<file path="src/rtl/pst_regs.vh">
/*
 * register offsets, field positions, reset values and write masks of the
 * prescaler and timer block. assumes byte-wide registers on a plain port.
 */
// Overview of operation
// RQ1 - fast prescaler is a 16-bit counter feeding base timer and timer 1
// RQ2 - reading the prescaler register returns fast prescaler low byte
// RQ3 - writing one to prescaler bit 7 clears the fast prescaler
// RQ4 - prescaler bit 6 runs the fast prescaler; zero stops the source
// RQ5 - prescaler bit 5 selects system clock (0) or external pin events (1)
// RQ6 - with external events, fast prescaler and timer 1 form 16-bit counter; code: timer 1 counts tap edges, every 2nd event in mode 7
// RQ7 - slow prescaler is 8-bit on crystal clock, stops only on reset
// RQ8 - base timer is 8-bit up counter, wrap sets its request flag
// RQ9 - base select 0-7 taps source/65536 down to /2, stops when disabled
// RQ10 - base select 8-11 taps crystal /256,/64,/16,/4 regardless of run bit
// RQ11 - timer 0 count is read/write anytime; wrap sets timer 0 request
// RQ12 - timer 0 stops whenever the system clock stops
// RQ13 - timer 0 mode 0-6 taps source/65536 down to /8
// RQ14 - timer 0 mode bit 4 enables automatic reload
// RQ15 - timer 0 mode bit 5 enables counting
// RQ16 - timer 1 halts in standby; base timer keeps counting
// RQ17 - timer 1 modes 0-7 source taps, 8-11 crystal /256,/128,/64,/32
// RQ18 - timer 1 mode bit 4 enables automatic reload
// RQ19 - timer 1 count register is live, readable and writable
// RQ20 - reload loads last software written value on overflow, else zero
// RQ21 - timer 1 wrap sets its flag; flags reach cpu only when enabled
`ifndef PST_REGS_VH
`define PST_REGS_VH
`define PST_ADDR_BASE_SEL 8'h21
`define PST_ADDR_PRESCALER 8'h23
`define PST_ADDR_T0_MODE 8'h24
`define PST_ADDR_T0_COUNT 8'h25
`define PST_ADDR_T1_MODE 8'h26
`define PST_ADDR_T1_COUNT 8'h27
`define PST_ADDR_REQ 8'h3C
`define PST_ADDR_ENA 8'h3F
`define PST_PRS_CLEAR 7
`define PST_PRS_RUN 6
`define PST_PRS_INSEL 5
`define PST_T0_RELOAD 4
`define PST_T0_ENABLE 5
`define PST_T1_RELOAD 4
`define PST_REQ_T0 2
`define PST_REQ_T1 3
`define PST_REQ_BT 5
`define PST_REQ_MASK 8'h3F
`define PST_T0_MODE_MASK 8'h37
`define PST_T1_MODE_MASK 8'h1F
`define PST_RESET_BYTE 8'h00
`define PST_RESET_NIB 4'h0
`endif

</file>
<file path="src/rtl/pst_tap_select.v">
/*
 * tap multiplexer: turns a 4-bit select code into one of the prescaler
 * taps. assumes tap inputs already synchronous to clk.
 */
`timescale 1ns/10ps
module pst_tap_select (
    input wire [3:0] sel,
    input wire [15:0] fast_q,
    input wire [7:0] slow_q,
    input wire [1:0] table_kind,
    output reg tap
);
// ==========================================================
// tap selection
// table_kind 0: base timer, 1: timer 0, 2: timer 1
always @* begin
    tap = 1'b0;
    if (!sel[3]) begin
        case (sel[2:0])
            3'h0: tap = fast_q[15];
            3'h1: tap = fast_q[14];
            3'h2: tap = fast_q[12];
            3'h3: tap = fast_q[10];
            3'h4: tap = fast_q[7];
            3'h5: tap = fast_q[4];
            3'h6: tap = fast_q[2];
            default: tap = (table_kind == 2'h1) ? 1'b0 : fast_q[0];
        endcase
    end else if (table_kind == 2'h0) begin
        case (sel[1:0])
            2'h0: tap = slow_q[7];
            2'h1: tap = slow_q[5];
            2'h2: tap = slow_q[3];
            default: tap = slow_q[1];
        endcase
    end else if (table_kind == 2'h2) begin
        case (sel[1:0])
            2'h0: tap = slow_q[7];
            2'h1: tap = slow_q[6];
            2'h2: tap = slow_q[5];
            default: tap = slow_q[4];
        endcase
    end
end
endmodule

</file>
<file path="src/rtl/pst_timers.v">
/*
 * prescalers, base timer, timer 0 and timer 1 with request and enable
 * flags. assumes crystal clock and external pin are asynchronous inputs,
 * sampled here; the crystal must be much slower than clk.
 */
`timescale 1ns/10ps
`include "pst_regs.vh"
module pst_timers (
    input wire clk,
    input wire rst,
    input wire [7:0] addr,
    input wire [7:0] wdata,
    input wire wr,
    input wire rd,
    input wire crystal_clock,
    input wire external_interrupt_pin,
    input wire system_clock_run,
    input wire processor_standby,
    output reg [7:0] rdata,
    output reg base_timer_irq,
    output reg timer0_irq,
    output reg timer1_irq
);
// ==========================================================
// input synchronisers
reg [1:0] xtal_sync;
reg [1:0] pin_sync;
reg xtal_last;
reg pin_last;
always @(posedge clk) begin
    if (rst) begin
        xtal_sync <= 2'h0;
        pin_sync <= 2'h0;
        xtal_last <= 1'b0;
        pin_last <= 1'b0;
    end else begin
        xtal_sync <= {xtal_sync[0], crystal_clock};
        pin_sync <= {pin_sync[0], external_interrupt_pin};
        xtal_last <= xtal_sync[1];
        pin_last <= pin_sync[1];
    end
end
wire xtal_tick = xtal_sync[1] & ~xtal_last;
wire pin_tick = pin_sync[1] & ~pin_last;
// ==========================================================
// registers
reg [3:0] base_sel;
reg prescaler_run;
reg prescaler_input_select;
reg [15:0] fast_prescaler;
reg [7:0] slow_prescaler;
reg [7:0] timer0_mode_reg;
reg [7:0] timer1_mode_reg;
reg [7:0] base_count;
reg [7:0] timer0_count_reg;
reg [7:0] timer1_count_reg;
reg [7:0] timer0_reload;
reg [7:0] timer1_reload;
reg [7:0] request_flags_reg;
reg [7:0] enable_flags_reg;
wire wr_prs = wr && addr == `PST_ADDR_PRESCALER;
wire wr_t0c = wr && addr == `PST_ADDR_T0_COUNT;
wire wr_t1c = wr && addr == `PST_ADDR_T1_COUNT;
wire wr_req = wr && addr == `PST_ADDR_REQ;
// ==========================================================
// prescalers
// RQ5 source select
wire fast_step = prescaler_input_select ? pin_tick : 1'b1;
wire [15:0] fast_inc = fast_prescaler + 16'h0001;
always @(posedge clk) begin
    if (rst) begin
        fast_prescaler <= 16'h0000;
        slow_prescaler <= `PST_RESET_BYTE;
        prescaler_run <= 1'b0;
        prescaler_input_select <= 1'b0;
    end else begin
        if (wr_prs) begin
            // RQ4 run control
            prescaler_run <= wdata[`PST_PRS_RUN];
            prescaler_input_select <= wdata[`PST_PRS_INSEL];
        end
        // RQ3 clear on write
        if (wr_prs && wdata[`PST_PRS_CLEAR])
            fast_prescaler <= 16'h0000;
        // RQ1 16-bit count
        else if (prescaler_run && fast_step)
            fast_prescaler <= fast_inc;
        // RQ7 free-running slow count
        if (xtal_tick)
            slow_prescaler <= slow_prescaler + 8'h01;
    end
end
// ==========================================================
// tap selection and edge detection
wire base_tap;
wire t0_tap;
wire t1_tap;
// RQ9 base timer source taps
pst_tap_select u_base_tap (
    .sel(base_sel),
    .fast_q(fast_prescaler),
    .slow_q(slow_prescaler),
    .table_kind(2'h0),
    .tap(base_tap)
);
// RQ13 timer 0 source taps
pst_tap_select u_t0_tap (
    .sel({1'b0, timer0_mode_reg[2:0]}),
    .fast_q(fast_prescaler),
    .slow_q(slow_prescaler),
    .table_kind(2'h1),
    .tap(t0_tap)
);
// RQ17 timer 1 source taps
pst_tap_select u_t1_tap (
    .sel(timer1_mode_reg[3:0]),
    .fast_q(fast_prescaler),
    .slow_q(slow_prescaler),
    .table_kind(2'h2),
    .tap(t1_tap)
);
reg base_tap_d;
reg t0_tap_d;
reg t1_tap_d;
// RQ10 crystal taps ignore the run bit, fast taps freeze when stopped
wire base_tick = base_tap & ~base_tap_d &
    (base_sel[3] ? base_sel[2] == 1'b0 : prescaler_run);
// RQ12 RQ15 timer 0 runs with system clock and its enable
wire t0_tick = t0_tap & ~t0_tap_d & prescaler_run &
    timer0_mode_reg[`PST_T0_ENABLE] & system_clock_run &
    timer0_mode_reg[2:0] != 3'h7;
// RQ16 timer 1 halts in standby
wire t1_tick = t1_tap & ~t1_tap_d & ~processor_standby &
    (timer1_mode_reg[3] ? timer1_mode_reg[2] == 1'b0 : prescaler_run);
always @(posedge clk) begin
    if (rst) begin
        base_tap_d <= 1'b0;
        t0_tap_d <= 1'b0;
        t1_tap_d <= 1'b0;
    end else begin
        base_tap_d <= base_tap;
        t0_tap_d <= t0_tap;
        t1_tap_d <= t1_tap;
    end
end
// ==========================================================
// counters
wire base_wrap = base_tick && base_count == 8'hFF;
wire t0_wrap = t0_tick && timer0_count_reg == 8'hFF;
wire t1_wrap = t1_tick && timer1_count_reg == 8'hFF;
always @(posedge clk) begin
    if (rst) begin
        base_sel <= `PST_RESET_NIB;
        base_count <= `PST_RESET_BYTE;
        timer0_mode_reg <= `PST_RESET_BYTE;
        timer1_mode_reg <= `PST_RESET_BYTE;
        timer0_count_reg <= `PST_RESET_BYTE;
        timer1_count_reg <= `PST_RESET_BYTE;
        timer0_reload <= `PST_RESET_BYTE;
        timer1_reload <= `PST_RESET_BYTE;
    end else begin
        if (wr && addr == `PST_ADDR_BASE_SEL)
            base_sel <= wdata[3:0];
        if (wr && addr == `PST_ADDR_T0_MODE)
            timer0_mode_reg <= wdata & `PST_T0_MODE_MASK;
        if (wr && addr == `PST_ADDR_T1_MODE)
            timer1_mode_reg <= wdata & `PST_T1_MODE_MASK;
        // RQ8 base timer up count
        if (base_tick)
            base_count <= base_count + 8'h01;
        // RQ11 software write wins over a count
        if (wr_t0c) begin
            timer0_count_reg <= wdata;
            timer0_reload <= wdata;
        // RQ14 RQ20 reload on overflow
        end else if (t0_wrap && timer0_mode_reg[`PST_T0_RELOAD])
            timer0_count_reg <= timer0_reload;
        else if (t0_tick)
            timer0_count_reg <= timer0_count_reg + 8'h01;
        // RQ19 live writable count
        if (wr_t1c) begin
            timer1_count_reg <= wdata;
            timer1_reload <= wdata;
        // RQ18 RQ20 reload on overflow
        end else if (t1_wrap && timer1_mode_reg[`PST_T1_RELOAD])
            timer1_count_reg <= timer1_reload;
        // RQ6 timer 1 counts rising edges of the selected pin-driven prescaler tap
        else if (t1_tick)
            timer1_count_reg <= timer1_count_reg + 8'h01;
    end
end
// ==========================================================
// request and enable flags
reg [7:0] next_req;
always @* begin
    next_req = request_flags_reg;
    if (wr_req)
        next_req = wdata & `PST_REQ_MASK;
    // RQ8 RQ11 RQ21 set beats clear
    if (base_wrap)
        next_req[`PST_REQ_BT] = 1'b1;
    if (t0_wrap)
        next_req[`PST_REQ_T0] = 1'b1;
    if (t1_wrap)
        next_req[`PST_REQ_T1] = 1'b1;
end
always @(posedge clk) begin
    if (rst) begin
        request_flags_reg <= `PST_RESET_BYTE;
        enable_flags_reg <= `PST_RESET_BYTE;
        base_timer_irq <= 1'b0;
        timer0_irq <= 1'b0;
        timer1_irq <= 1'b0;
    end else begin
        request_flags_reg <= next_req;
        if (wr && addr == `PST_ADDR_ENA)
            enable_flags_reg <= wdata & `PST_REQ_MASK;
        // RQ21 gated requests
        base_timer_irq <= request_flags_reg[`PST_REQ_BT] &
            enable_flags_reg[`PST_REQ_BT];
        timer0_irq <= request_flags_reg[`PST_REQ_T0] &
            enable_flags_reg[`PST_REQ_T0];
        timer1_irq <= request_flags_reg[`PST_REQ_T1] &
            enable_flags_reg[`PST_REQ_T1];
    end
end
// ==========================================================
// read port
always @(posedge clk) begin
    if (rst) begin
        rdata <= `PST_RESET_BYTE;
    end else if (rd) begin
        case (addr)
            // RQ2 low byte of fast prescaler
            `PST_ADDR_PRESCALER: rdata <= fast_prescaler[7:0];
            `PST_ADDR_T0_MODE: rdata <= timer0_mode_reg;
            `PST_ADDR_T0_COUNT: rdata <= timer0_count_reg;
            `PST_ADDR_T1_MODE: rdata <= timer1_mode_reg;
            `PST_ADDR_T1_COUNT: rdata <= timer1_count_reg;
            `PST_ADDR_REQ: rdata <= request_flags_reg;
            `PST_ADDR_ENA: rdata <= enable_flags_reg;
            default: rdata <= 8'h00;
        endcase
    end else begin
        rdata <= 8'h00;
    end
end
endmodule

</file>
<file path="config.mk">
export PLATFORM = sky130hd
export DESIGN_NAME = pst_timers
export DESIGN_NICKNAME = d
export VERILOG_FILES = /design/src/rtl/pst_tap_select.v /design/src/rtl/pst_timers.v
export VERILOG_INCLUDE_DIRS = /design/src /design/src/rtl
export SDC_FILE = /design/constraint.sdc
export NUM_CORES = 1
export LEC_CHECK = 0
export BUFFER_PORTS_ARGS = -buffer_cell sky130_fd_sc_hd__buf_2
export CORE_MARGIN = 5
export CORE_UTILIZATION = 55
export DETAILED_ROUTE_END_ITERATION = 16
export HOLD_SLACK_MARGIN = 0.02
export PLACE_DENSITY = 0.86
export SLEW_MARGIN = 20
export SYNTH_ARGS = -nofsm -noshare
export SYNTH_HDL_FRONTEND = slang
export SYNTH_HIERARCHICAL = 1
export SYNTH_SLANG_ARGS = --single-unit
</file>
<file path="constraint.sdc">
create_clock -name clk -period 2.35 [get_ports clk]
set_clock_uncertainty 0.2 [all_clocks]
set_input_delay 0.705 -clock clk [delete_from_list [all_inputs] [get_ports clk]]
set_output_delay 0.705 -clock clk [all_outputs]
set_load 0.05 [all_outputs]
</file>
Word-level counts from Yosys, hierarchy flattened:

Index checks and enable logic that the tools add are counted.

* add/sub/neg operators: 5
* reduce and logical (&&, ||, !) cells: 27
* bitwise operators: 24
* equality and inequality tests: 34
* mux-type cells: 21

Operator list (number)
* 8-bit by 6-bit equality test with 1-bit output (second input constant): 8
* 8-bit one-hot mux with 7 select lines: 1
* 8-bit two-way mux: 6
* 8-bit by 1-bit adder with 8-bit output (second input constant): 4
* 3-bit equality test (second input constant): 9
* 8-bit equality test (second input constant): 3
* 1-bit one-hot mux with 7 select lines: 3
* 3-bit by 2-bit equality test with 1-bit output (second input constant): 6
* 16-bit by 1-bit adder with 16-bit output (second input constant): 1
* 1-bit AND: 15
* 1-bit logical AND: 15
* 3-bit by 1-bit equality test with 1-bit output (second input constant): 3
* 3-bit logical NOT: 3
* 1-bit NOT: 9
* 1-bit two-way mux: 8
* 6-bit two-way mux: 1
* 1-bit one-hot mux with 3 select lines: 2
* 2-bit nonzero test: 3
* 3-bit nonzero test: 2
* 2-bit by 1-bit equality test with 1-bit output (second input constant): 2
* 2-bit equality test (second input constant): 2
* 2-bit logical NOT: 2
* 2-bit OR reduction: 2
* 3-bit != test (second input constant): 1

* logic and storage cells: 139
* bits in registers: 112
* output and inout port bits: 11

Logic depth before layout (Yosys ltp):

* depth after elaboration: 11
* gate-level depth with buffers: 9

Modules after synthesis:

Netlist, hierarchy kept.

Modules (own cells, without submodules)
* pst_timers: seq. area each 2242.2 um^2, area each 5201.2 um^2, cells an instance 589, instances 1
* pst_tap_select: seq. area each 0.0 um^2, area each 153.9 um^2, cells an instance 15, instances 3

Worst setup path after synthesis:

Ideal clock, no wire load.

* path kind: flip-flop to flip-flop
* from: reg timer1_mode_reg[1]
* to: reg timer1_count_reg[4]
* buffers on the path: 1
* setup slack: -134 ps
* arrival: 2152 ps
* cell stages (with the launch flop): 10
* cells stage by stage: dfxtp_1 mux4_1 or2_1 a32o_1 nor3b_1 o211a_1 buf_2 a41oi_1 a211o_1 a21oi_1

* cells in the longest elaborated chain, start to end: 10
* elaborated cells between the ends (all ways): 21
* those cells by class: eq/ne: 8; mux: 5; bitwise: 3; reduce/logical: 5

RTL lines
* start, declared: RTL line pst_timers.v:53 `reg [7:0] timer1_mode_reg;`
* start signal, assigned: RTL line pst_timers.v:156 `` timer1_mode_reg <= `PST_RESET_BYTE; ``
* start signal, assigned: RTL line pst_timers.v:167 `` timer1_mode_reg <= wdata & `PST_T1_MODE_MASK; ``
* 3-bit equality test (tied with other cells): RTL line pst_tap_select.v:19 `case (sel[2:0])`
* 1-bit one-hot mux with 7 select lines or 1-bit one-hot mux with 3 select lines (tied branches): RTL line pst_tap_select.v:19, pst_tap_select.v:37
* 1-bit two-way mux *: RTL line pst_tap_select.v:18 `if (!sel[3]) begin`
* named net t1_tap: RTL line pst_timers.v:97 `wire t1_tap;`
* 1-bit AND * (3 in series): RTL line pst_timers.v:133 `wire t1_tick = t1_tap & ~t1_tap_d & ~processor_standby &`
* 1-bit logical AND: RTL line pst_timers.v:150 `wire t1_wrap = t1_tick && timer1_count_reg == 8'hFF;`
* 1-bit logical AND: RTL line pst_timers.v:185 `` end else if (t1_wrap && timer1_mode_reg[`PST_T1_RELOAD]) ``
* 8-bit two-way mux: RTL line pst_timers.v:185
* 8-bit two-way mux: RTL line pst_timers.v:181 `if (wr_t1c) begin`
* end signal, assigned: RTL line pst_timers.v:182 `timer1_count_reg <= wdata;`
* end signal, assigned: RTL line pst_timers.v:186 `timer1_count_reg <= timer1_reload;`
* end signal, assigned: RTL line pst_timers.v:189 `timer1_count_reg <= timer1_count_reg + 8'h01;`
* end, declared: RTL line pst_timers.v:56 `reg [7:0] timer1_count_reg;`

The timed path passes the listed nets; every way through them passes the cells marked *.
A chain may end at the register's enable or synchronous reset.

Final worst setup path:

* from: reg timer1_mode_reg[1]
* to: reg timer1_count_reg[0]

Same word-level chain as after synthesis.

==> impl_metrics.xml <==
<?xml version="1.0" encoding="UTF-8"?>
<metrics>
  <group name="timing">
    <metric name="timing_worst_slew_pin_value" unit="ns">0.650</metric>
    <metric name="final_number_of_hold_violating_endpoints" unit="">0</metric>
    <metric name="finalWorstSetupSlack" unit="ns">-0.280</metric>
    <metric name="setup_total_negative_slack" unit="ns">-1.31</metric>
    <metric name="max_clock_freq" unit="GHz">0.380</metric>
    <metric name="finalWorstPathRequiredPeriod" unit="ns">2.63</metric>
    <metric name="final.period_utilization" unit="%">112</metric>
    <metric name="tightest_slew_margin_relative_to_the_limit" unit="%">56.5</metric>
    <metric name="number_of_setup_violations_in_the_final_report" unit="">10</metric>
    <metric name="rsz0062_at_grt" unit="">true</metric>
    <metric name="maxSlewViolCount" unit="">0</metric>
  </group>
  <group name="min_path">
    <metric name="min-delay-path-class" unit="">flip-flop to flip-flop</metric>
    <metric name="hp-start" unit="">xtal_sync[0]$_SDFF_PP0_</metric>
    <metric name="cell_depth_of_the_worst_min_delay_path" unit="">1</metric>
    <metric name="min_delay_worst_endpoint" unit="">xtal_sync[1]$_SDFF_PP0_</metric>
  </group>
  <group name="global_routing">
    <metric name="grt_usage" unit="%">24.7</metric>
    <metric name="grt_pass1_wl" unit="um">24900</metric>
    <metric name="antenna_found_initial" unit="">0</metric>
    <metric name="gr-max-usage-layer" unit="">met2</metric>
    <metric name="grt_remaining_overflow" unit="">0</metric>
    <metric name="grt_use_met3" unit="%">5.92</metric>
    <metric name="grt_pass1_vias" unit="">5107</metric>
    <metric name="groute.layer.met1.usage" unit="%">29.7</metric>
    <metric name="global_route.usage.met2" unit="%">43.0</metric>
    <metric name="grt_start_max_net_pins" unit="">83</metric>
  </group>
  <group name="clocking">
    <metric name="cts_hold_repair.buffers" unit="">0</metric>
    <metric name="tritoncts_clock_tree" unit="">yes</metric>
    <metric name="cts_htree_levels" unit="">3</metric>
    <metric name="path_clk_slew" unit="ns">0.10</metric>
    <metric name="clockRootBuffer" unit="">sky130_fd_sc_hd__clkbuf_8</metric>
    <metric name="clock_tree.buffer_depth" unit="">2</metric>
    <metric name="clock-sinks" unit="">112</metric>
    <metric name="clock_latency" unit="ns">0.39</metric>
    <metric name="cts-buffers-inserted" unit="">9</metric>
  </group>
  <group name="worst_setup_path">
    <metric name="cells_on_worst_reg2reg_path" unit="">8</metric>
    <metric name="cp.arrival" unit="ns">2.72</metric>
    <metric name="cp-end-kind" unit="">flip-flop</metric>
    <metric name="critical_path.reg2reg.startpoint" unit="">timer1_mode_reg[1]$_SDFFE_PP0P_</metric>
    <metric name="cp_max_fo" unit="">4</metric>
    <metric name="cp-start-kind" unit="">flip-flop</metric>
    <metric name="worst_r2r_endpoint" unit="">timer1_count_reg[0]$_SDFFE_PP0P_</metric>
    <metric name="cp.required" unit="ns">2.44</metric>
    <metric name="setup.reg_to_reg.worst_slack" unit="ns">-0.28</metric>
    <metric name="worst_setup_path_category" unit="">flip-flop to flip-flop</metric>
  </group>
  <group name="run_status">
    <metric name="failing_checks" unit="">negative setup slack</metric>
    <metric name="run_status" unit="">complete, but fails checks</metric>
  </group>
  <group name="layout">
    <metric name="top_register" unit="">fast_prescaler</metric>
    <metric name="mostFrequentLayoutCells" unit="">sky130_fd_sc_hd__dfxtp_1, sky130_fd_sc_hd__nor2_1, sky130_fd_sc_hd__nand2_1, sky130_fd_sc_hd__buf_4, sky130_fd_sc_hd__buf_2</metric>
    <metric name="num-nets-final" unit="">751</metric>
    <metric name="finish.utilization" unit="%">66.4</metric>
    <metric name="post_route_cells_drive_above_1_share" unit="%">24.3</metric>
    <metric name="antenna-diode-count" unit="">0</metric>
    <metric name="largest_register_ffs" unit="">16</metric>
    <metric name="final-instance-count-excl-fill" unit="">863</metric>
    <metric name="fillCellCount" unit="">804</metric>
    <metric name="area_growth_syn_to_layout" unit="%">19.3</metric>
    <metric name="layout.cells.most_common" unit="">sky130_fd_sc_hd__dfxtp_1</metric>
    <metric name="final_cell_area" unit="sq um">6760</metric>
  </group>
  <group name="detailed_routing">
    <metric name="wire_length_per_cell_after_detailed_routing" unit="um">18.6</metric>
    <metric name="drtPass1Iterations" unit="">5</metric>
    <metric name="route.vias.total" unit="">5166</metric>
    <metric name="postRouteWirelength" unit="um">16000</metric>
    <metric name="drc_errors" unit="">0</metric>
    <metric name="dr.first_iter.drc_count" unit="">427</metric>
    <metric name="routed_via_density" unit="">5.99</metric>
    <metric name="ant_nets" unit="">0</metric>
  </group>
  <group name="power">
    <metric name="p_sw" unit="mW">0.773</metric>
    <metric name="power_per_cell_area" unit="nW/um^2">529</metric>
    <metric name="worst_ir_drop_vdd" unit="mV">0.412</metric>
    <metric name="clock_power_share" unit="%">41.9</metric>
    <metric name="netSwitchingFraction" unit="%">21.6</metric>
    <metric name="power.share.combinational" unit="%">4.8</metric>
    <metric name="p_leak" unit="nW">2.67</metric>
    <metric name="power.sequential.fraction" unit="%">53.3</metric>
    <metric name="p_int" unit="mW">2.80</metric>
  </group>
  <group name="synth">
    <metric name="syn-mean-instance-area" unit="sq um">8.93</metric>
    <metric name="postSynthRegisterBits" unit="">112</metric>
    <metric name="synth_warnings" unit="">6</metric>
    <metric name="cell_area_after_technology_mapping" unit="sq um">5660</metric>
    <metric name="netlist_cell_types" unit="">72</metric>
    <metric name="syn-instance-count" unit="">634</metric>
    <metric name="synth.yosys.seq_area_share" unit="%">39.6</metric>
    <metric name="synthArstFlopShare" unit="%">0</metric>
    <metric name="ys_dominant_reg_cell" unit="">sky130_fd_sc_hd__dfxtp_1</metric>
    <metric name="count_of_flip_flops_with_a_built_in_enable_after_synthesis" unit="">0</metric>
  </group>
  <group name="die">
    <metric name="die_width" unit="um">111</metric>
    <metric name="initial_utilization" unit="%">55.6</metric>
    <metric name="floorplan.rows" unit="">37</metric>
    <metric name="die_outline_height" unit="um">111</metric>
    <metric name="placeableCoreArea" unit="sq um">10200</metric>
    <metric name="design.die.area" unit="sq um">12400</metric>
    <metric name="top_level_ports" unit="">35</metric>
  </group>
  <group name="flow_run">
    <metric name="timing.max_cap.violations" unit="">0</metric>
  </group>
  <group name="placed_design">
    <metric name="dpl.hpwl" unit="um">11000</metric>
    <metric name="gp_routability_congestion" unit="">0.983</metric>
    <metric name="numPortBuffers" unit="">34</metric>
    <metric name="dpl_cell_area" unit="sq um">6350</metric>
    <metric name="placed_cells_incl_taps" unit="">843</metric>
  </group>
</metrics>
-- cells by family after synthesis --
kind of cell	count (synthesis)	share of synthesized area (%)
DFF	112	39.6
muxes	56	11.8
other	2	0.133
AOI/OAI and AO/OA	117	14.7
buffers and inverters	48	4.02
xor gates and xnor gates	30	4.64
adders and majority gates	5	1.10
and+or+nand+nor	264	24.0
-- per-layer routing --
| layer | wire, um | vias to the layer above | part of all wire [%] |
|---|---|---|---|
| met5 | 0 | - | 0 |
| met1 | 6550 | 2428 | 41 |
| li1 | - | 2422 | - |
| met2 | 7760 | 260 | 48 |
| met3 | 1130 | 56 | 7.0 |
| met4 | 576 | 0 | 3.6 |
-- per-stage QoR --
stage / total power [mW] / setup WS, ns / hold slack, ns
final: 3.57 / -0.280 / 0.246
after global routing: 3.69 / -0.365 / 0.268
after CTS: 3.59 / -0.0957 / 0.250
after detailed placement: 2.11 / -0.150 / 0.225
after global placement: 2.11 / -0.0640 / 0.224
after floorplan: 2.04 / -0.0147 / 0.214
-- power by group through the flow --
stage	clock, mW	sequential (mW)	combinational (mW)
global placement	0	1.95	0.157
CTS	1.52	1.91	0.163
global route	1.61	1.91	0.179
detailed placement	0	1.95	0.161
floorplan	0	1.95	0.0903
finish	1.50	1.90	0.171
-- critical path, stage by stage (launching register included) --
cell and delay (ns):
sky130_fd_sc_hd__dfxtp_4 0.38, sky130_fd_sc_hd__mux4_2 0.49, sky130_fd_sc_hd__or2_1 0.22, sky130_fd_sc_hd__a32o_2 0.28, sky130_fd_sc_hd__nor3b_4 0.16, sky130_fd_sc_hd__o211ai_1 0.22
sky130_fd_sc_hd__or3_1 0.18, sky130_fd_sc_hd__o211ai_1 0.13, sky130_fd_sc_hd__a211oi_2 0.27
-- cell usage after synthesis (all sizes together), types with 4 or more instances --
master / n / area (sq um)
and4: 5 / 43.8
a211o: 4 / 35.0
clkbuf: 20 / 98.9
xnor2: 14 / 123
mux2i: 35 / 350
or2: 6 / 37.5
dfxtp: 112 / 2240
a31oi: 9 / 56.3
nor2b: 15 / 93.8
xor2: 16 / 140
buf: 13 / 72.6
nand3: 26 / 143
nor4: 4 / 52.6
nor3: 4 / 20.0
nand2: 64 / 248
nand4: 17 / 106
nor3b: 9 / 67.6
a21oi: 39 / 195
a32o: 5 / 50.1
ha: 5 / 62.6
o22ai: 4 / 25.0
o211ai: 5 / 37.5
mux4: 6 / 146
and3: 17 / 108
or3: 5 / 31.3
nor2: 79 / 304
o21ai: 10 / 61.3
mux2: 15 / 169
a22o: 6 / 52.6
inv: 15 / 56.3
a22oi: 7 / 52.6
-- repair_timing --
| item | 4_1_cts | 5_1_grt |
|---|---|---|
| gates resized for setup | 20 | 23 |
| setup buffers | 0 | 2 |
| cloned | 0 | 2 |
| hold endpoints to repair | 0 | 0 |
| pin swaps | 11 | 17 |
| endpoints found under the setup margin | 23 | 22 |
-- final cells by class --
type                    instances  area [sq um]  share of cell area, %
multi-input cells             492          3360                   49.8
flip-flops and latches        112          2260                   33.4
repair buffers                 92           639                   9.46
well taps                     136           170                   2.52
clock buffers                  11           141                   2.09
clock inverters                 5           128                   1.89
inverters                      15          56.3                  0.833
-- how the worst max path moves through the flow --
stage,start,endpoint,slack [ns]
2_1_floorplan,slow_prescaler[4]$_SDFFE_PP0P_,timer1_count_reg[4]$_SDFFE_PP0P_,-0.01
3_3_place_gp,timer1_mode_reg[1]$_SDFFE_PP0P_,timer1_count_reg[5]$_SDFFE_PP0P_,-0.06
3_5_place_dp,slow_prescaler[4]$_SDFFE_PP0P_,timer1_count_reg[4]$_SDFFE_PP0P_,-0.15
4_1_cts,timer1_mode_reg[1]$_SDFFE_PP0P_,timer1_count_reg[7]$_SDFFE_PP0P_,-0.1
5_1_grt,timer1_mode_reg[1]$_SDFFE_PP0P_,timer1_count_reg[0]$_SDFFE_PP0P_,-0.37
6_report,timer1_mode_reg[1]$_SDFFE_PP0P_,timer1_count_reg[0]$_SDFFE_PP0P_,-0.28
Note: power is estimated with default switching activity, not from simulation.
